$ cat config.mk
export PLATFORM = sky130hd
export DESIGN_NAME = protection_event_reporting
export DESIGN_NICKNAME = d
export VERILOG_FILES = /design/src/rtl/prot_event_pkg.sv /design/src/rtl/event_queue.sv /design/src/rtl/protection_event_reporting.sv
export VERILOG_INCLUDE_DIRS = /design/src /design/src/rtl
export SDC_FILE = /design/constraint.sdc
export NUM_CORES = 1
export LEC_CHECK = 0
export ABC_AREA = 0
export BUFFER_PORTS_ARGS = -buffer_cell sky130_fd_sc_hd__buf_2
export CAP_MARGIN = 10
export CORE_MARGIN = 10
export CORE_UTILIZATION = 54
export CTS_CLUSTER_DIAMETER = 60
export DETAILED_ROUTE_END_ITERATION = 10
export PLACE_DENSITY = 0.72
export SLEW_MARGIN = 20
export SYNTH_ARGS = -nofsm -noshare
export SYNTH_HDL_FRONTEND = slang
export SYNTH_SLANG_ARGS = --single-unit
$ cat constraint.sdc
create_clock -name i_sys_clk -period 5.7 [get_ports i_sys_clk]
set_clock_uncertainty 0.05 [all_clocks]
set_input_delay 0.57 -clock i_sys_clk [delete_from_list [all_inputs] [get_ports i_sys_clk]]
set_output_delay 0.57 -clock i_sys_clk [all_outputs]
set_load 0.05 [all_outputs]
$ cat src/rtl/prot_event_defines.svh
// constants of the protection event reporting block
// assumes a 10 MHz module clock; included by the package user modules
`ifndef PROT_EVENT_DEFINES_SVH
`define PROT_EVENT_DEFINES_SVH

`define CLK_KHZ            10000
`define HS_EF_SHORT_MS     100
`define HS_EF_LONG_MS      750
`define HS_EF_EXT_MS       1000
`define HS_EF_RST_MS       100
`define HS_EF_INT_RST_MS   500
`define HS_EF_EXT_CAP_MS   500

`define OC_MASK_RST        8'h55
`define EF_MASK_RST        8'h55
`define OUT_MASK_RST       10'h300
`define BYTE_MAX           10'h0ff
`define OUT_MASK_MAX       10'h3ff
`define ANGLE_MAX          10'h003
`define OPSEL_MAX          10'h002
`define BIT_MAX            10'h001

`define SEL_OC_MASK        3'h0
`define SEL_EF_MASK        3'h1
`define SEL_OUT_MASK       3'h2
`define SEL_ANGLE          3'h3
`define SEL_OP_TIME        3'h4
`define SEL_INTERMIT       3'h5
`define SEL_ROUTE          3'h6
`define SEL_TEXT           3'h7

`define ANG_0              8'h00
`define ANG_M30            8'he2
`define ANG_M60            8'hc4
`define ANG_M90            8'ha6

`define STAMP_W            16
`define TEXT_W             8
`define CODE_W             6
`define EV_N               26
`define RESTART_BIT        26
`define OVF_BIT            27
`define CODE_RESTART       6'h32
`define CODE_OVERFLOW      6'h33

`endif

$ cat src/rtl/prot_event_pkg.sv
// types shared by the protection event reporting block
// assumes the constants header is included by each user
package prot_event_pkg;
  typedef enum logic [3:0] {
    EF_IDLE = 4'h1,
    EF_RUN  = 4'h2,
    EF_GAP  = 4'h4,
    EF_TRIP = 4'h8
  } ef_state_e;

  typedef enum logic [1:0] {
    OPT_SHORT = 2'h0,
    OPT_LONG  = 2'h1,
    OPT_EXT   = 2'h2
  } op_time_e;

  typedef logic [5:0] ev_code_t;
endpackage

$ cat src/rtl/event_queue.sv
// shift queue for event records; head always sits in entry 0
// assumes push and pop come from logic on the same clock
`timescale 1ns/1ns
module event_queue #(
  parameter int WIDTH = 30,
  parameter int DEPTH = 8
) (
  input  wire logic             i_sys_clk,
  input  wire logic             i_rstn,
  input  wire logic             i_push_valid,
  output logic                  o_push_ready,
  input  wire logic [WIDTH-1:0] i_push_data,
  output logic                  o_pop_valid,
  input  wire logic             i_pop_ready,
  output logic [WIDTH-1:0]      o_pop_data
);
  if (DEPTH < 2 || WIDTH < 1) begin : g_bad
    $error("event_queue: depth below two or empty width");
  end

  logic [WIDTH-1:0] mem_r   [DEPTH];
  logic [WIDTH-1:0] mem_nxt [DEPTH];
  logic [DEPTH-1:0] vld_r;
  logic [DEPTH-1:0] vld_nxt;
  logic             pop;
  logic             push;

  // no pass-through when full: simpler, costs one cycle of stall
  assign o_push_ready = ~vld_r[DEPTH-1];
  assign o_pop_valid  = vld_r[0];
  assign o_pop_data   = mem_r[0];
  assign pop          = vld_r[0] & i_pop_ready;
  assign push         = i_push_valid & ~vld_r[DEPTH-1];

  always_comb begin
    for (int i = 0; i < DEPTH; i++) begin
      mem_nxt[i] = mem_r[i];
      vld_nxt[i] = vld_r[i];
      if (pop) begin
        mem_nxt[i] = (i < DEPTH - 1) ? mem_r[i+1] : mem_r[i];
        vld_nxt[i] = (i < DEPTH - 1) ? vld_r[i+1] : 1'b0;
      end
    end
    for (int i = DEPTH - 1; i >= 0; i--) begin
      if (push && !vld_nxt[i] && (i == 0 || vld_nxt[(i > 0) ? i-1 : 0])) begin
        mem_nxt[i] = i_push_data;
        vld_nxt[i] = 1'b1;
      end
    end
  end

  always_ff @(posedge i_sys_clk) begin
    mem_r <= mem_nxt;
    if (!i_rstn) begin
      vld_r <= '0;
    end else begin
      vld_r <= vld_nxt;
    end
  end
endmodule

$ cat src/rtl/protection_event_reporting.sv
// stage gating, high-set earth-fault timing, settings and event reporting
// assumes setting writes and event ready come from same-clock bus logic;
// stage inputs are asynchronous and are synchronised here
`timescale 1ns/1ns
`include "prot_event_defines.svh"
module protection_event_reporting #(
  parameter int unsigned CYC_PER_MS   = `CLK_KHZ,
  parameter int unsigned OP_SHORT_CYC = `HS_EF_SHORT_MS * `CLK_KHZ,
  parameter int unsigned OP_LONG_CYC  = `HS_EF_LONG_MS * `CLK_KHZ,
  parameter int unsigned OP_EXT_CYC   = `HS_EF_EXT_MS * `CLK_KHZ,
  parameter int unsigned RST_CYC      = `HS_EF_RST_MS * `CLK_KHZ,
  parameter int unsigned INT_RST_CYC  = `HS_EF_INT_RST_MS * `CLK_KHZ,
  parameter int unsigned EXT_CAP_CYC  = `HS_EF_EXT_CAP_MS * `CLK_KHZ,
  parameter int          QDEPTH       = 8
) (
  input  wire logic         i_sys_clk,
  input  wire logic         i_rstn,
  input  wire logic         i_ls_oc_start,
  input  wire logic         i_ls_oc_operate,
  input  wire logic         i_hs_oc_start,
  input  wire logic         i_hs_oc_operate,
  input  wire logic         i_ef_ls_start,
  input  wire logic         i_ef_ls_operate,
  input  wire logic         i_residual_voltage_start,
  input  wire logic         i_ef_hs_pickup,
  input  wire logic         i_signal_one,
  input  wire logic         i_signal_two,
  input  wire logic         i_signal_three,
  input  wire logic         i_set_wr,
  input  wire logic [2:0]   i_set_sel,
  input  wire logic [9:0]   i_set_data,
  input  wire logic         i_ev_ready,
  output logic              o_ls_oc_operate,
  output logic              o_hs_oc_trip,
  output logic              o_ef_hs_start,
  output logic              o_ef_hs_trip,
  output logic              o_trip_signal_one,
  output logic              o_trip_signal_two,
  output logic [7:0]        o_basic_angle,
  output logic [7:0]        o_overcurrent_event_mask,
  output logic [7:0]        o_earth_fault_event_mask,
  output logic [9:0]        o_output_signal_event_mask,
  output logic              o_set_ack,
  output logic              o_set_rej,
  output logic              o_ev_valid,
  output logic [15:0]       o_ev_stamp,
  output logic [7:0]        o_ev_text,
  output logic [5:0]        o_ev_code
);
  localparam int RECW = `STAMP_W + `TEXT_W + `CODE_W;

  if (OP_LONG_CYC >= 2**24 || OP_EXT_CYC >= 2**24 || INT_RST_CYC >= 2**24 ||
      OP_SHORT_CYC < 1 || RST_CYC < 1 || EXT_CAP_CYC >= 2**24 ||
      CYC_PER_MS < 1 || CYC_PER_MS >= 2**14) begin : g_bad
    $error("protection_event_reporting: timing count out of range");
  end

  // two-flop synchronisers for the asynchronous stage inputs
  logic [10:0] raw;
  logic [10:0] sync1_r;
  logic [10:0] sync2_r;
  assign raw = {i_signal_three, i_signal_two, i_signal_one, i_ef_hs_pickup,
                i_residual_voltage_start, i_ef_ls_operate, i_ef_ls_start,
                i_hs_oc_operate, i_hs_oc_start, i_ls_oc_operate, i_ls_oc_start};
  always_ff @(posedge i_sys_clk) begin
    if (!i_rstn) begin
      sync1_r <= '0;
      sync2_r <= '0;
    end else begin
      sync1_r <= raw;
      sync2_r <= sync1_r;
    end
  end
  logic ls_start_s, ls_op_s, hs_s, hs_op_s, efl_start_s, efl_op_s;
  logic u0_s, pick_s, ss1_s, ss2_s, ss3_s;
  assign {ss3_s, ss2_s, ss1_s, pick_s, u0_s, efl_op_s, efl_start_s,
          hs_op_s, hs_s, ls_op_s, ls_start_s} = sync2_r;

  // ---------------- settings ----------------
  logic [7:0] oc_mask_r, oc_mask_nxt, ef_mask_r, ef_mask_nxt, text_r, text_nxt;
  logic [9:0] out_mask_r, out_mask_nxt, set_max;
  logic [1:0] angle_r, angle_nxt;
  prot_event_pkg::op_time_e opsel_r, opsel_nxt;
  logic       intermit_r, intermit_nxt, route_r, route_nxt;
  logic       ack_nxt, rej_nxt;

  always_comb begin
    oc_mask_nxt  = oc_mask_r;
    ef_mask_nxt  = ef_mask_r;
    out_mask_nxt = out_mask_r;
    angle_nxt    = angle_r;
    opsel_nxt    = opsel_r;
    intermit_nxt = intermit_r;
    route_nxt    = route_r;
    text_nxt     = text_r;
    ack_nxt      = 1'b0;
    rej_nxt      = 1'b0;
    unique case (i_set_sel)
      `SEL_OC_MASK, `SEL_EF_MASK, `SEL_TEXT: set_max = `BYTE_MAX;
      `SEL_OUT_MASK: set_max = `OUT_MASK_MAX;
      `SEL_ANGLE:    set_max = `ANGLE_MAX;
      `SEL_OP_TIME:  set_max = `OPSEL_MAX;
      `SEL_INTERMIT, `SEL_ROUTE: set_max = `BIT_MAX;
    endcase
    if (i_set_wr) begin
      if (i_set_data > set_max) begin
        rej_nxt = 1'b1;
      end else begin
        ack_nxt = 1'b1;
        unique case (i_set_sel)
          `SEL_OC_MASK:  oc_mask_nxt  = i_set_data[7:0];
          `SEL_EF_MASK:  ef_mask_nxt  = i_set_data[7:0];
          `SEL_OUT_MASK: out_mask_nxt = i_set_data;
          `SEL_ANGLE:    angle_nxt    = i_set_data[1:0];
          `SEL_OP_TIME:  opsel_nxt    = prot_event_pkg::op_time_e'(i_set_data[1:0]);
          `SEL_INTERMIT: intermit_nxt = i_set_data[0];
          `SEL_ROUTE:    route_nxt    = i_set_data[0];
          `SEL_TEXT:     text_nxt     = i_set_data[7:0];
        endcase
      end
    end
  end

  always_ff @(posedge i_sys_clk) begin
    if (!i_rstn) begin
      oc_mask_r  <= `OC_MASK_RST;
      ef_mask_r  <= `EF_MASK_RST;
      out_mask_r <= `OUT_MASK_RST;
      angle_r    <= 2'h0;
      opsel_r    <= prot_event_pkg::OPT_SHORT;
      intermit_r <= 1'b0;
      route_r    <= 1'b0;
      text_r     <= 8'h00;
      o_set_ack  <= 1'b0;
      o_set_rej  <= 1'b0;
    end else begin
      oc_mask_r  <= oc_mask_nxt;
      ef_mask_r  <= ef_mask_nxt;
      out_mask_r <= out_mask_nxt;
      angle_r    <= angle_nxt;
      opsel_r    <= opsel_nxt;
      intermit_r <= intermit_nxt;
      route_r    <= route_nxt;
      text_r     <= text_nxt;
      o_set_ack  <= ack_nxt;
      o_set_rej  <= rej_nxt;
    end
  end
  assign o_overcurrent_event_mask   = oc_mask_r;
  assign o_earth_fault_event_mask   = ef_mask_r;
  assign o_output_signal_event_mask = out_mask_r;

  // ---------------- high-set earth-fault timing ----------------
  prot_event_pkg::ef_state_e st_r, st_nxt;
  logic [23:0] op_r, op_nxt, rc_r, rc_nxt, gap_r, gap_nxt;
  logic [23:0] op_lim, gap_lim;
  localparam logic [23:0] TRIP_RST_LIM = 24'(RST_CYC - 1);
  localparam logic [23:0] EXT_CAP      = 24'(EXT_CAP_CYC);

  always_comb begin
    unique case (opsel_r)
      prot_event_pkg::OPT_LONG: op_lim = 24'(OP_LONG_CYC - 1);
      prot_event_pkg::OPT_EXT:  op_lim = 24'(OP_EXT_CYC - 1);
      default:                  op_lim = 24'(OP_SHORT_CYC - 1);
    endcase
    gap_lim = intermit_r ? 24'(INT_RST_CYC - 1) : 24'(RST_CYC - 1);
    st_nxt  = st_r;
    op_nxt  = op_r;
    rc_nxt  = rc_r;
    gap_nxt = gap_r;
    unique case (st_r)
      prot_event_pkg::EF_IDLE: begin
        if (pick_s) begin
          st_nxt  = prot_event_pkg::EF_RUN;
          op_nxt  = 24'h00_0000;
          gap_nxt = 24'h00_0000;
        end
      end
      prot_event_pkg::EF_RUN: begin
        if (!pick_s) begin
          st_nxt = prot_event_pkg::EF_GAP;
          rc_nxt = 24'h00_0000;
        end else if (op_r >= op_lim) begin
          st_nxt = prot_event_pkg::EF_TRIP;
        end else begin
          op_nxt = op_r + 24'h00_0001;
        end
      end
      prot_event_pkg::EF_GAP: begin
        if (pick_s) begin
          st_nxt = prot_event_pkg::EF_RUN;
        end else if (rc_r >= gap_lim) begin
          st_nxt = prot_event_pkg::EF_IDLE;
        end else begin
          rc_nxt = rc_r + 24'h00_0001;
          // gap time delays the trip only while the extension budget lasts
          if (intermit_r && gap_r < EXT_CAP) begin
            gap_nxt = gap_r + 24'h00_0001;
          end else if (op_r < op_lim) begin
            op_nxt = op_r + 24'h00_0001;
          end
        end
      end
      prot_event_pkg::EF_TRIP: begin
        if (pick_s) begin
          rc_nxt = 24'h00_0000;
        end else if (rc_r >= TRIP_RST_LIM) begin
          st_nxt = prot_event_pkg::EF_IDLE;
        end else begin
          rc_nxt = rc_r + 24'h00_0001;
        end
      end
    endcase
  end

  always_ff @(posedge i_sys_clk) begin
    if (!i_rstn) begin
      st_r  <= prot_event_pkg::EF_IDLE;
      op_r  <= 24'h00_0000;
      rc_r  <= 24'h00_0000;
      gap_r <= 24'h00_0000;
    end else begin
      st_r  <= st_nxt;
      op_r  <= op_nxt;
      rc_r  <= rc_nxt;
      gap_r <= gap_nxt;
    end
  end

  // ---------------- stage outputs ----------------
  logic ls_nxt, hs_trip_nxt, ef_trip_nxt;
  logic [7:0] ang_nxt;
  always_comb begin
    ls_nxt      = ls_op_s & ~hs_s;
    hs_trip_nxt = hs_op_s & route_r;
    ef_trip_nxt = (st_nxt == prot_event_pkg::EF_TRIP);
    unique case (angle_r)
      2'h0: ang_nxt = `ANG_0;
      2'h1: ang_nxt = `ANG_M30;
      2'h2: ang_nxt = `ANG_M60;
      2'h3: ang_nxt = `ANG_M90;
    endcase
  end

  always_ff @(posedge i_sys_clk) begin
    if (!i_rstn) begin
      o_ls_oc_operate   <= 1'b0;
      o_hs_oc_trip      <= 1'b0;
      o_ef_hs_start     <= 1'b0;
      o_ef_hs_trip      <= 1'b0;
      o_trip_signal_one <= 1'b0;
      o_trip_signal_two <= 1'b0;
      o_basic_angle     <= `ANG_0;
    end else begin
      o_ls_oc_operate   <= ls_nxt;
      o_hs_oc_trip      <= hs_trip_nxt;
      o_ef_hs_start     <= (st_nxt != prot_event_pkg::EF_IDLE);
      o_ef_hs_trip      <= ef_trip_nxt;
      o_trip_signal_one <= ls_nxt | hs_trip_nxt;
      o_trip_signal_two <= ef_trip_nxt;
      o_basic_angle     <= ang_nxt;
    end
  end

  // ---------------- events ----------------
  logic [12:0] mon, mon_prev_r;
  logic [25:0] ev_raw, ev_new, mask_all;
  logic [27:0] pend_r, pend_nxt;
  logic [4:0]  sel_idx;
  logic [5:0]  push_code;
  logic [15:0] stamp_r, stamp_nxt;
  logic [13:0] pre_r, pre_nxt;
  logic        q_ready, q_push;

  assign mon = {o_trip_signal_two, ss3_s, ss2_s, ss1_s, o_trip_signal_one,
                o_ef_hs_trip, u0_s, efl_op_s, efl_start_s,
                o_hs_oc_trip, hs_s, o_ls_oc_operate, ls_start_s};
  for (genvar g = 0; g < 13; g++) begin : g_edge
    assign ev_raw[2*g]   = mon[g] & ~mon_prev_r[g];
    assign ev_raw[2*g+1] = ~mon[g] & mon_prev_r[g];
  end
  assign mask_all = {out_mask_r, ef_mask_r, oc_mask_r};
  assign ev_new   = ev_raw & mask_all;

  always_comb begin
    sel_idx = 5'h00;
    for (int k = 27; k >= 0; k--) begin
      if (pend_r[k]) begin
        sel_idx = 5'(k);
      end
    end
    if (sel_idx == 5'(`RESTART_BIT)) begin
      push_code = `CODE_RESTART;
    end else if (sel_idx == 5'(`OVF_BIT)) begin
      push_code = `CODE_OVERFLOW;
    end else begin
      push_code = {1'b0, sel_idx} + 6'h01;
    end
    q_push   = (|pend_r) & q_ready;
    pend_nxt = pend_r;
    if (q_push) begin
      pend_nxt[sel_idx] = 1'b0;
    end
    // new arrivals are ORed after the clear so a same-cycle event survives
    if (q_ready) begin
      pend_nxt[25:0] = pend_nxt[25:0] | ev_new;
    end else if (|ev_new) begin
      pend_nxt[`OVF_BIT] = 1'b1;
    end
    pre_nxt   = (pre_r >= 14'(CYC_PER_MS - 1)) ? 14'h0000 : pre_r + 14'h0001;
    stamp_nxt = (pre_r >= 14'(CYC_PER_MS - 1)) ? stamp_r + 16'h0001 : stamp_r;
  end

  always_ff @(posedge i_sys_clk) begin
    if (!i_rstn) begin
      pend_r     <= 28'h400_0000;
      mon_prev_r <= 13'h0000;
      pre_r      <= 14'h0000;
      stamp_r    <= 16'h0000;
    end else begin
      pend_r     <= pend_nxt;
      mon_prev_r <= mon;
      pre_r      <= pre_nxt;
      stamp_r    <= stamp_nxt;
    end
  end

  event_queue #(.WIDTH(RECW), .DEPTH(QDEPTH)) u_queue (
    .i_sys_clk    (i_sys_clk),
    .i_rstn       (i_rstn),
    .i_push_valid (q_push),
    .o_push_ready (q_ready),
    .i_push_data  ({stamp_r, text_r, push_code}),
    .o_pop_valid  (o_ev_valid),
    .i_pop_ready  (i_ev_ready),
    .o_pop_data   ({o_ev_stamp, o_ev_text, o_ev_code})
  );
endmodule

# ---- Word level (Yosys, flattened, before mapping)
# Memories as Yosys holds them, arrays and structs flattened.
# Index checks and enable logic that the tools add are counted.
dict set report totals {
  mem_bits_ro 80
  mem_count 1
  in_bits 28
  output_inout_bits 73
  reg_bits 472
  wordCells 295
}
# name depth word_bits read_ports rd_ports_with_merged_regs wr line_no
set memory_table {}
lappend memory_table {{(name not given)} 8 10 1 0 0 protection_event_reporting.sv:98} ;# unique case (i_set_sel)
dict set report classes {
  n_addsub 6
  bitwise_logic 64
  n_mux 97
  n_reduce_logical 52
  order_cmp 9
  n_eq_ne 30
}
# op count
set ops {}
lappend ops {{2-to-1 mux 30 bit} 14}
lappend ops {{2-to-1 mux 24 bit} 15}
lappend ops {{case mux 24 bit (3 select lines)} 2}
lappend ops {{2-to-1 mux 5 bit} 28}
lappend ops {{case mux 24 bit (2 select lines)} 2}
lappend ops {{adder 24 x 1 -> 24 bit, second input constant} 3}
lappend ops {{case mux 8 bit (4 select lines)} 1}
lappend ops {{AND 1 bit} 31}
lappend ops {{AND 28 bit} 1}
lappend ops {{2-to-1 mux 28 bit} 1}
lappend ops {{2-to-1 mux 4 bit} 7}
lappend ops {{NOT 1 bit} 28}
lappend ops {{NOT 28 bit} 1}
lappend ops {{OR reduction 28 bit} 1}
lappend ops {{AND 26 bit} 1}
lappend ops {{2-to-1 mux 26 bit} 1}
lappend ops {{OR 26 bit} 1}
lappend ops {{OR reduction 26 bit} 1}
lappend ops {{greater-or-equal comparator 24 x 20 -> 1 bit, second input constant} 1}
lappend ops {{greater-or-equal comparator 24 x 23 -> 1 bit} 1}
lappend ops {{greater-or-equal comparator 24 bit} 1}
lappend ops {{less-than comparator 24 x 23 -> 1 bit, second input constant} 1}
lappend ops {{less-than comparator 24 bit} 1}
lappend ops {{AND reduction 3 bit} 8}
lappend ops {{other kinds (36)} 106}

# ---- Longest topological paths before layout
# Gate-level depths: netlist (run 1).
dict set report logic_depth {
  depth_word 37
  ltp_mapped 13
}

# ---- Hierarchy
# A second synthesis (run 1) with hierarchy kept.
dict set report hier_totals {
  cells_unflattened 2014
  hier_area_um2 22918.2
}
# mod cells_each area_per_inst_um2 n_inst
set by_module_without_submodules {}
lappend by_module_without_submodules {event_queue 756 12244.2 1}
lappend by_module_without_submodules {protection_event_reporting 1258 10674.0 1}

# ---- Least setup slack after synthesis (run 1)
# Ideal clock, no wire load.
dict set report synth_timing {
  kind {reg2reg}
  startpoint {register pend_r[7]}
  endpoint {register u_queue.mem_r[120] (netlist name), enable pin}
  path_stages_with_launch 7
  slack_ns 1.851
  arrival_ns 3.340
  path_cell_list {dfxtp_1 > nor4_1 > and2_1 > clkbuf_1 > a31o_2 > clkbuf_1 > o21ai_0}
}
dict set report synth_via {
  elab_chain_cells 6
}
# item line_no
set synth_lines {}
lappend synth_lines {{start: declaration} protection_event_reporting.sv:268} ;# logic [27:0] pend_r, pend_nxt;
lappend synth_lines {{start signal: assignment} protection_event_reporting.sv:321} ;# pend_r <= pend_nxt;
lappend synth_lines {{OR reduction 28 bit} protection_event_reporting.sv:299} ;# q_push = (|pend_r) & q_ready;
lappend synth_lines {{AND 1 bit} protection_event_reporting.sv:299}
lappend synth_lines {{AND 1 bit} event_queue.sv:33} ;# assign push = i_push_valid & ~vld_r[DEPTH-1];
lappend synth_lines {{logical AND 1 bit (2 in series)} event_queue.sv:45} ;# if (push && !vld_nxt[i] && (i == 0 || vld_nxt[(i > 0) ? i-1 : 0])) begin
lappend synth_lines {{nonzero test 2 bit (no line)} -}
lappend synth_lines {{end signal: assignment} event_queue.sv:53} ;# mem_r <= mem_nxt;
lappend synth_lines {{end: declaration} event_queue.sv:21} ;# logic [WIDTH-1:0] mem_r [DEPTH];
# Every way passes these cells.
# A chain may end at the register's enable or synchronous reset.

==> impl_metrics.py, run 1 <==
metrics = {
    "floorplan": {
        "num_io_pins": 101,
        "fp-row-count": 72,
        "core-area_um2": 38600,
        "dieWidth_um": 217,
        "initial_utilization_pct": 54.5,
        "die_h_um": 217,
        "die_area_um2": 47200,
    },
    "power_and_ir_drop": {
        "p_clk_share_pct": 35.4,
        "vdd_ir_drop_max_mv": 0.252,
        "switching_share_pct": 28.8,
        "pwr-share-seq_pct": 47.5,
        "p_leak_uw": 0.00906,
        "combPwrFrac_pct": 17.2,
        "power.internal_uw": 6310,
        "p_switching_uw": 2550,
        "p_per_area_nw_per_um2": 381,
    },
    "drt": {
        "routedWlPerCell_um": 17.7,
        "detailroute.via_count": 15523,
        "avgViaCountPerCell": 5.69,
        "firstDrtPassIters": 7,
        "drtAntennaViolNets": 0,
        "drt_wl_total_um": 48200,
        "drtIter0Drc": 1280,
        "drc": 0,
    },
    "synth": {
        "synthTopCellsByCount": "nand2_1, edfxtp_1, dfxtp_1",
        "synth-edff-count": 240,
        "synthTopCellsByArea": "edfxtp_1, dfxtp_1, nand2_1",
        "ys_seq_area_share_pct": 55.9,
        "ys_types": 73,
        "yosys_most_used_dff": "edfxtp_1",
        "yosysMostFrequentCell": "nand2_1",
        "yosysTopAreaCell": "edfxtp_1",
        "synth_async_sr_flop_share_pct": 0,
        "synth_top_area_share_pct": 34.3,
        "syn-cell-area_um2": 21000,
        "ys_seq_elements": 467,
        "avgSynthCellArea_um2": 9.81,
        "syn_inst": 2142,
        "synth_warnings": 0,
    },
    "critical_path": {
        "worst_setup_path_end_kind": "flip-flop",
        "crit_path_start_kind": "flip-flop",
        "rrSetupSlack_ns": 2.00,
        "r2r_start": "pend_r[3]$_SDFF_PN0_",
        "worst-path-max-fanout": 10,
        "r2r-end": "u_queue.o_pop_data[3]$_DFFE_PP_",
        "cp-startpoint": "pend_r[3]$_SDFF_PN0_",
        "cp.arrival_ns": 4.04,
        "crit_required_ns": 6.04,
        "worstSetupPathType": "flip-flop to flip-flop",
        "ff2ff_path_depth": 9,
    },
    "timing": {
        "rsz0062_at_grt": "false",
        "max-slew-margin-rel_pct": 30.6,
        "finalHoldViolCount": 0,
        "finalCriticalPeriod_ns": 3.70,
        "final-max-slew-violation-count": 0,
        "clock.fmax_mhz": 271,
        "setup_violations": 0,
        "final.setup.tns_ns": 0,
        "setup_slack_ns": 2.00,
        "worst_pin_slew_ns": 1.04,
        "finalCritPeriodShare_pct": 64.9,
    },
    "worst_hold_path": {
        "holdPathStages": 2,
        "holdPathEnd": "sync1_r[8]$_SDFF_PN0_",
        "worstHoldStart": "i_signal_one",
        "hp-class": "primary input to flip-flop",
    },
    "clocking": {
        "cts_htree_levels": 2,
        "cts_resized": 0,
        "clk_latency_ns": 0.59,
        "clk_path_buf_depth": 3,
        "clkSinkCount": 467,
        "tritoncts": "yes",
        "cts_buffers": 48,
        "ctsHoldBuffers": 0,
        "clkSlewWorstSetupHoldPaths_ns": 0.06,
        "cts_setup_buffers": 0,
        "root_buffer": "clkbuf_16",
    },
    "global_route": {
        "grt_pass1_wl_um": 76600,
        "grt_start_max_net_pins": 81,
        "antenna_found_initial": 4,
        "overflow": 0,
        "track_usage_pct": 19.7,
        "grt_pass1_vias": 14734,
    },
    "run_status": {
        "outcome": "finished, final reports clean",
    },
    "finish": {
        "instances_no_fill": 2728,
        "post-route-util_pct": 60.3,
        "drive_gt1_share_pct": 12.6,
        "nNetsFinal": 2249,
        "n_fill_cell": 3226,
        "final_area_um2": 23300,
        "areaGrowthSynthToFinish_pct": 10.7,
    },
    "flow_run": {
        "drv_cap": 0,
    },
    "placement": {
        "gp_congestion": 0.887,
        "place_ws_ns": 2.07,
        "placedCellCount": 2638,
        "dpl_cell_area_um2": 21700,
        "port_buffers": 97,
        "place.detailed.hpwl_um": 30800,
    },
}
## worst max-delay path: stages, from the launching register on
cell and delay [ns]:
dfxtp_1 0.36, nor4_1 0.36, o221ai_1 0.18, o221ai_1 0.31, a21o_1 0.22, clkinv_1 0.27
ha_1 0.39, o21ai_1 0.55, o211ai_1 0.45, a31oi_1 0.37
## sequential cells by signal, indices dropped and copies added, names as in the netlist, 14 cells and up
name,count
gap_r,24
op_r,24
pend_r,28
pre_r,14
rc_r,24
stamp_r,16
u_queue.mem_r,210
u_queue.o_pop_data,30
## power by group through the flow
stage	clock, uW	combinational (uW)	sequential [uW]
floorplan	0	1200	4270
global placement	0	1480	4260
finish	3130	1520	4200
global route	3310	1660	4240
CTS	3190	1530	4200
detailed placement	0	1520	4270
## layout make-up
type	count	area (um^2)	area share, %
Timing Repair Buffer	124	688	2.96
Tap cell	518	648	2.79
Clock inverter	22	231	0.995
Clock buffer	64	1330	5.73
Sequential cell	467	11800	50.5
Antenna cell	4	10.0	0.0430
Multi-Input combinational cell	1481	8420	36.2
Inverter	48	180	0.775
## per-stage QoR
step / hold WS [ns] / power, uW
3_5_place_dp: 0.371 / 5790
5_1_grt: 0.133 / 9200
6_report: 0.146 / 8850
4_1_cts: 0.122 / 8920
3_3_place_gp: 0.366 / 5740
2_1_floorplan: 0.353 / 5460
## per-layer routing
| layer | routed length (um) | GRT usage (%) |
|---|---|---|
| met5 | 0 | 0 |
| met4 | 1190 | 6.90 |
| met3 | 2650 | 3.65 |
| met2 | 23600 | 33.8 |
| met1 | 20800 | 24.6 |
## layout by cell type (no fill, tap or decap), types with 7 or more instances in the layout
cell type	n
nand2_1	470
edfxtp_1	240
dfxtp_1	226
nor2_1	154
o21ai_0	127
a21oi_1	100
buf_2	97
nand3_1	63
and2_1	51
mux2_2	51
ha_1	51
clkbuf_16	49
inv_1	46
or3_1	39
nand4_1	36
xor2_1	31
buf_4	27
mux2i_1	25
and3_1	23
nand3b_1	23
a31oi_1	20
xnor2_1	19
nand2b_1	15
or4_1	14
nor3_1	13
o31ai_1	13
o211ai_1	11
or2_2	11
nor4_1	10
clkbuf_1	10
a21o_1	7
a211oi_1	7
o21a_1	7
## cell families after synthesis
| family | after synthesis | synth area share (%) |
|---|---|---|
| other | 1 | 0.0178 |
| AND/OR/NAND/NOR | 962 | 21.4 |
| AO/OA/AOI/OAI | 339 | 9.47 |
| XOR/XNOR | 50 | 2.08 |
| multiplexers | 76 | 3.92 |
| buffers and inverters | 196 | 4.20 |
| flip-flops | 467 | 55.9 |
| adder cells (fa/ha/maj) | 51 | 3.04 |
## worst max-delay path by stage
stage	endpoint	depth (start not counted)
after floorplan	u_queue.mem_r[120]$_DFFE_PP_	6
after global placement	op_r[23]$_SDFFE_PN0P_	11
after detailed placement	u_queue.o_pop_data[3]$_DFFE_PP_	9
after CTS	u_queue.o_pop_data[3]$_DFFE_PP_	9
after global routing	u_queue.o_pop_data[3]$_DFFE_PP_	9
final	u_queue.o_pop_data[3]$_DFFE_PP_	9
(Power assumes the default switching activity.)
==> inputs of run 2 (changes only) <==
--- a/config.mk
+++ b/config.mk
@@ -13,7 +13,7 @@
 export CORE_UTILIZATION = 54
 export CTS_CLUSTER_DIAMETER = 60
 export DETAILED_ROUTE_END_ITERATION = 10
-export PLACE_DENSITY = 0.72
+export PLACE_DENSITY = 0.74
 export SLEW_MARGIN = 20
 export SYNTH_ARGS = -nofsm -noshare
 export SYNTH_HDL_FRONTEND = slang
==> constraint.sdc (replaced) <==
create_clock -name i_sys_clk -period 3.4 [get_ports i_sys_clk]
set_clock_uncertainty 0.05 [all_clocks]
set_input_delay 0.34 -clock i_sys_clk [delete_from_list [all_inputs] [get_ports i_sys_clk]]
set_output_delay 0.34 -clock i_sys_clk [all_outputs]
set_load 0.05 [all_outputs]
==> impl_metrics.py, run 2 (synthesis gave the netlist of run 1 again) <==
metrics = {
    "global_route": {
        "grt_pass1_vias": 15291,
        "grt_start_max_net_pins": 62,
        "antenna_found_initial": 1,
        "grt_pass1_wl_um": 78000,
        "overflow": 0,
        "track_usage_pct": 20.0,
    },
    "critical_path": {
        "crit_top_cell": "a21o_1",
        "worst_setup_path_end_kind": "flip-flop",
        "cp_slowest_stage_delay_ns": 0.58,
        "crit_path_cell_trace": "ha_2 -> inv_1 -> ha_1 -> a21o_1 -> a21o_1 -> a221oi_2 -> o31ai_2 -> o41a_2 -> buf_4 -> or4_1 -> a21oi_1",
        "worst-path-max-fanout": 7,
        "cp.arrival_ns": 3.73,
        "crit_required_ns": 3.86,
        "slowest_stage": "o41a_2",
        "crit_path_start_kind": "flip-flop",
        "worstSetupPathType": "flip-flop to flip-flop",
    },
    "floorplan": {
        "fp-row-count": 72,
        "num_io_pins": 101,
        "core-area_um2": 38600,
        "dieWidth_um": 217,
        "die_area_um2": 47200,
        "die_h_um": 217,
        "initial_utilization_pct": 54.5,
    },
    "placement": {
        "port_buffers": 97,
        "place.detailed.hpwl_um": 32100,
        "placedCellCount": 2660,
        "gp_congestion": 0.882,
        "place_ws_ns": -0.00684,
    },
    "clocking": {
        "clkSinkCount": 467,
        "cts_buffers": 47,
        "cts_htree_levels": 2,
        "clk_path_buf_depth": 3,
        "root_buffer": "clkbuf_16",
        "clk_latency_ns": 0.58,
        "tritoncts": "yes",
        "clkSlewWorstSetupHoldPaths_ns": 0.06,
    },
    "drt": {
        "avgViaCountPerCell": 5.64,
        "routedWlPerCell_um": 17.5,
        "drtIter0Drc": 1460,
        "drc": 0,
        "detailroute.via_count": 15606,
        "drtAntennaViolNets": 0,
        "drt_wl_total_um": 48300,
        "firstDrtPassIters": 5,
    },
    "finish": {
        "n_fill_cell": 3128,
        "post-route-util_pct": 61.1,
        "largest_reg_flops": 210,
        "instances_no_fill": 2768,
        "areaGrowthSynthToFinish_pct": 12.0,
        "top_register": "u_queue.mem_r",
        "final_cell_mix": "nand2_1, edfxtp_1, dfxtp_1, nor2_1, o21ai_0",
        "drive_gt1_share_pct": 13.3,
        "nNetsFinal": 2290,
        "mostFrequentLayoutCell": "nand2_1",
    },
    "power_and_ir_drop": {
        "p_leak_uw": 0.00921,
        "p_per_area_nw_per_um2": 620,
        "vdd_ir_drop_max_mv": 0.391,
    },
    "timing": {
        "finalCritPeriodShare_pct": 96.1,
        "worst_pin_slew_ns": 0.932,
        "clock.fmax_mhz": 306,
        "max-slew-margin-rel_pct": 37.9,
        "finalCriticalPeriod_ns": 3.27,
        "setup_slack_ns": 0.134,
        "finalHoldViolCount": 0,
        "final.setup.tns_ns": 0,
        "final-max-slew-violation-count": 0,
        "rsz0062_at_grt": "false",
        "setup_violations": 0,
    },
    "flow_run": {
        "drv_cap": 0,
    },
    "run_status": {
        "outcome": "finished, final reports clean",
    },
    "worst_hold_path": {
        "hp-class": "primary input to flip-flop",
    },
}
run 2: cell types whose count changed in the layout (fill, tap and decap cells not counted), sizes merged:
cell	delta
bufinv	-2
clkbuf	+4
dlygate4sd3	+16
clkinv	+2
clkinvlp	-2
diode	-3
buf	+25
run 2: final timing paths:
path | cells past startpoint | slack, ns | endpoint | startpoint
worst max-delay path | 11 | 0.13 | op_r[23]$_SDFFE_PN0P_ | opsel_r[0]$_SDFFE_PN0P_
worst min-delay path | 3 | 0.04 | o_overcurrent_event_mask[6]$_SDFFE_PN1P_ | i_set_data[6]
worst max register to register | 11 | 0.13 | op_r[23]$_SDFFE_PN0P_ | opsel_r[0]$_SDFFE_PN0P_
worst min register to register | 2 | 0.39 | o_ls_oc_operate$_SDFF_PN0_ | sync2_r[1]$_SDFF_PN0_
run 2: cell type report:
class	count	area [um^2]	area share (%)
inverter	48	180	0.765
tap	518	648	2.75
timing repair buffer	166	1080	4.58
clock buffer	67	1270	5.40
multi-input combinational	1481	8440	35.9
antenna	1	2.50	0.0106
clock inverter	20	171	0.728
sequential	467	11800	49.9
run 2: timing repair:
action / CTS / global route
pin swaps: 1 / 2
hold buffers: 16 / 0
hold endpoints to repair: 17 / 0
endpoints found under the setup margin: 7 / 16
buffers inserted: 0 / 4
gates resized for setup: 0 / 7
run 2: power by group:
group	leakage [uW]	total, uW	internal (uW)	switching, uW
clock	0.000703	4920	2770	2150
combinational	0.00437	2630	726	1910
sequential	0.00414	7040	6850	193
total	0.00921	14600	10300	4250
run 2: layer usage:
| layer | GRT usage (%) | routed length, um | part of all wire (%) |
|---|---|---|---|
| met1 | 23.9 | 19800 | 41 |
| met2 | 35.7 | 24400 | 51 |
| met5 | 0 | 0 | 0 |
| met3 | 3.79 | 2960 | 6.1 |
| met4 | 6.41 | 1110 | 2.3 |
run 2: critical path, delay by kind of cell (launching register included):
family | cells | cell delay [ns]
AO/OA/AOI/OAI | 6 | 1.45
adder cells (fa/ha/maj) | 2 | 0.54
AND/OR/NAND/NOR | 1 | 0.49
flip-flops | 1 | 0.37
buffers and inverters | 2 | 0.28
run 2: metrics by stage:
step	hold WS, ns	power, uW	cell area, um^2
after floorplan	0.353	9160	21000
after global placement	0.367	9670	21900
after detailed placement	0.371	9770	21900
after CTS	0.0147	14700	23500
after global routing	0.0402	15200	23500
final	0.0421	14600	23500
==> inputs of run 3 (changes only) <==
==> constraint.sdc (replaced) <==
create_clock -name i_sys_clk -period 2.7 [get_ports i_sys_clk]
set_clock_uncertainty 0.05 [all_clocks]
set_input_delay 0.27 -clock i_sys_clk [delete_from_list [all_inputs] [get_ports i_sys_clk]]
set_output_delay 0.27 -clock i_sys_clk [all_outputs]
set_load 0.05 [all_outputs]
==> impl_metrics.py, run 3 (synthesis gave the netlist of run 1 again) <==
metrics = {
    "drt": {
        "drc": 0,
        "routedWlPerCell_um": 17.9,
        "avgViaCountPerCell": 5.65,
        "detailroute.via_count": 16114,
        "drtIter0Drc": 1284,
        "firstDrtPassIters": 5,
        "drt_wl_total_um": 51200,
        "drtAntennaViolNets": 0,
    },
    "placement": {
        "place.detailed.hpwl_um": 33600,
        "gp_congestion": 0.870,
        "port_buffers": 97,
        "dpl_cell_area_um2": 22600,
    },
    "clocking": {
        "clkSlewWorstSetupHoldPaths_ns": 0.06,
        "clkSinkCount": 467,
        "root_buffer": "clkbuf_16",
        "cts_htree_levels": 2,
        "cts_buffers": 48,
        "tritoncts": "yes",
        "clk_path_buf_depth": 3,
        "clk_latency_ns": 0.61,
    },
    "power_and_ir_drop": {
        "vdd_ir_drop_max_mv": 0.537,
        "p_leak_uw": 0.00989,
        "p_per_area_nw_per_um2": 792,
    },
    "global_route": {
        "grt_start_max_net_pins": 87,
        "grt_pass1_vias": 15961,
        "overflow": 0,
        "track_usage_pct": 21.2,
        "grt_pass1_wl_um": 82200,
        "antenna_found_initial": 0,
    },
    "timing": {
        "finalCriticalPeriod_ns": 2.84,
        "finalCritPeriodShare_pct": 105,
        "worst_pin_slew_ns": 0.898,
        "final.setup.tns_ns": -2.14,
        "hold-worst-slack_ns": 0.0229,
        "finalHoldViolCount": 0,
        "max-slew-margin-rel_pct": 39.9,
        "setup_slack_ns": -0.144,
        "rsz0062_at_grt": "true",
        "setup_violations": 22,
        "clock.fmax_mhz": 352,
        "final-max-slew-violation-count": 0,
    },
    "worst_hold_path": {
        "hp-class": "primary input to flip-flop",
        "holdPathEnd": "text_r[3]$_SDFFE_PN0P_",
        "holdPathStages": 3,
        "worstHoldStart": "i_set_data[3]",
    },
    "floorplan": {
        "die_h_um": 217,
        "fp-row-count": 72,
        "dieWidth_um": 217,
        "initial_utilization_pct": 54.5,
        "num_io_pins": 101,
        "core-area_um2": 38600,
        "die_area_um2": 47200,
    },
    "finish": {
        "final_area_um2": 25100,
        "drive_gt1_share_pct": 20.0,
        "antenna_cells": 0,
        "top_register": "u_queue.mem_r",
        "areaGrowthSynthToFinish_pct": 19.3,
        "largest_reg_flops": 210,
        "mostFrequentLayoutCell": "nand2_1",
        "final_cell_mix": "nand2_1, edfxtp_1, dfxtp_1, nor2_1, o21ai_0",
        "nNetsFinal": 2375,
    },
    "critical_path": {
        "r2r-end": "op_r[5]$_SDFFE_PN0P_",
        "crit_path_cell_trace": "inv_4 -> ha_4 -> inv_4 -> ha_4 -> a21o_1 -> a21o_1 -> a221oi_2 -> o31ai_2 -> o41a_1 -> or4_1 -> a21oi_1",
        "worstSetupPathType": "flip-flop to flip-flop",
        "r2r_start": "opsel_r[1]$_SDFFE_PN0P_",
        "worst_setup_path_end_kind": "flip-flop",
        "rrSetupSlack_ns": -0.14,
        "crit_required_ns": 3.17,
        "worst-path-max-fanout": 7,
        "cp_slowest_stage_delay_ns": 0.52,
        "crit_path_start_kind": "flip-flop",
        "cp.arrival_ns": 3.31,
        "ff2ff_path_depth": 11,
        "slowest_stage": "or4_1",
    },
    "run_status": {
        "outcome": "complete, but fails checks",
        "violations": "setup timing",
    },
    "flow_run": {
        "drv_cap": 0,
    },
}
[run 3: changes by cell type in the layout (fill, tap and decap cells not counted), sizes merged]
cell	delta
clkbuf	-1
bufinv	+6
clkinv	-6
dlygate4sd3	+3
or4	+1
buf	+80
o41a	+1
diode	-1
inv	+2
[run 3: worst max path at each step]
stage | from | endpoint | slack [ns]
4_1_cts | opsel_r[1]$_SDFFE_PN0P_ | op_r[19]$_SDFFE_PN0P_ | -0.12
6_report | opsel_r[1]$_SDFFE_PN0P_ | op_r[5]$_SDFFE_PN0P_ | -0.14
2_1_floorplan | pend_r[7]$_SDFF_PN0_ | u_queue.mem_r[120]$_DFFE_PP_ | -0.34
5_1_grt | opsel_r[1]$_SDFFE_PN0P_ | op_r[4]$_SDFFE_PN0P_ | -0.30
3_3_place_gp | opsel_r[0]$_SDFFE_PN0P_ | op_r[20]$_SDFFE_PN0P_ | -0.19
3_5_place_dp | opsel_r[0]$_SDFFE_PN0P_ | op_r[19]$_SDFFE_PN0P_ | -0.29
[run 3: where the power goes]
part | internal (uW) | leakage [uW] | total, uW | switching [uW]
Combinational | 1070 | 0.00485 | 3570 | 2490
Clock | 4550 | 0.000900 | 7420 | 2870
Sequential | 8620 | 0.00414 | 8870 | 244
Total | 14200 | 0.00989 | 19900 | 5610
[run 3: area by class of cell]
type	instances	area, um^2
clock buffers	67	1440
clock inverters	22	380
fillers	3001	13500
inverters	48	190
multi-input cells	1483	8830
flip-flops and latches	467	11800
well taps	518	648
repair buffers	248	1820
[run 3: metrics by stage]
| step | total power [uW] | util, % | setup slack, ns | std cells |
|---|---|---|---|---|
| detailed placement | 12500 | 58.5 | -0.295 | 2723 |
| finish | 19900 | 65.0 | -0.144 | 2853 |
| floorplan | 11600 | - | -0.338 | 2144 |
| global route | 20600 | 65.0 | -0.296 | 2853 |
| CTS | 20000 | 64.4 | -0.122 | 2846 |
| global placement | 12400 | 58.5 | -0.189 | 2723 |
[run 3: worst max-delay path: cells and delay by family, from the launching register on]
family | cells | cell delay (ns)
compound gates | 6 | 1.35
simple gates | 1 | 0.52
flops | 1 | 0.37
fa+ha+maj | 2 | 0.37
buf+inv | 2 | 0.12
[run 3: per-layer routing]
metal / GRT usage, % / wire length, um / vias to the layer above
li1: - / - / 7785
met1: 25.7 / 21100 / 7767
met2: 37.2 / 25700 / 471
met3: 3.54 / 3020 / 91
met4: 7.43 / 1400 / 0
met5: 0 / 0 / -
[run 3: repair_timing]
action	4_1_cts	5_1_grt
cloned	4	2
setup buffers	11	8
endpoints found under the setup margin	69	159
hold buffers	19	0
resized for setup	32	50
pin swaps	23	23
hold endpoints to repair	32	0
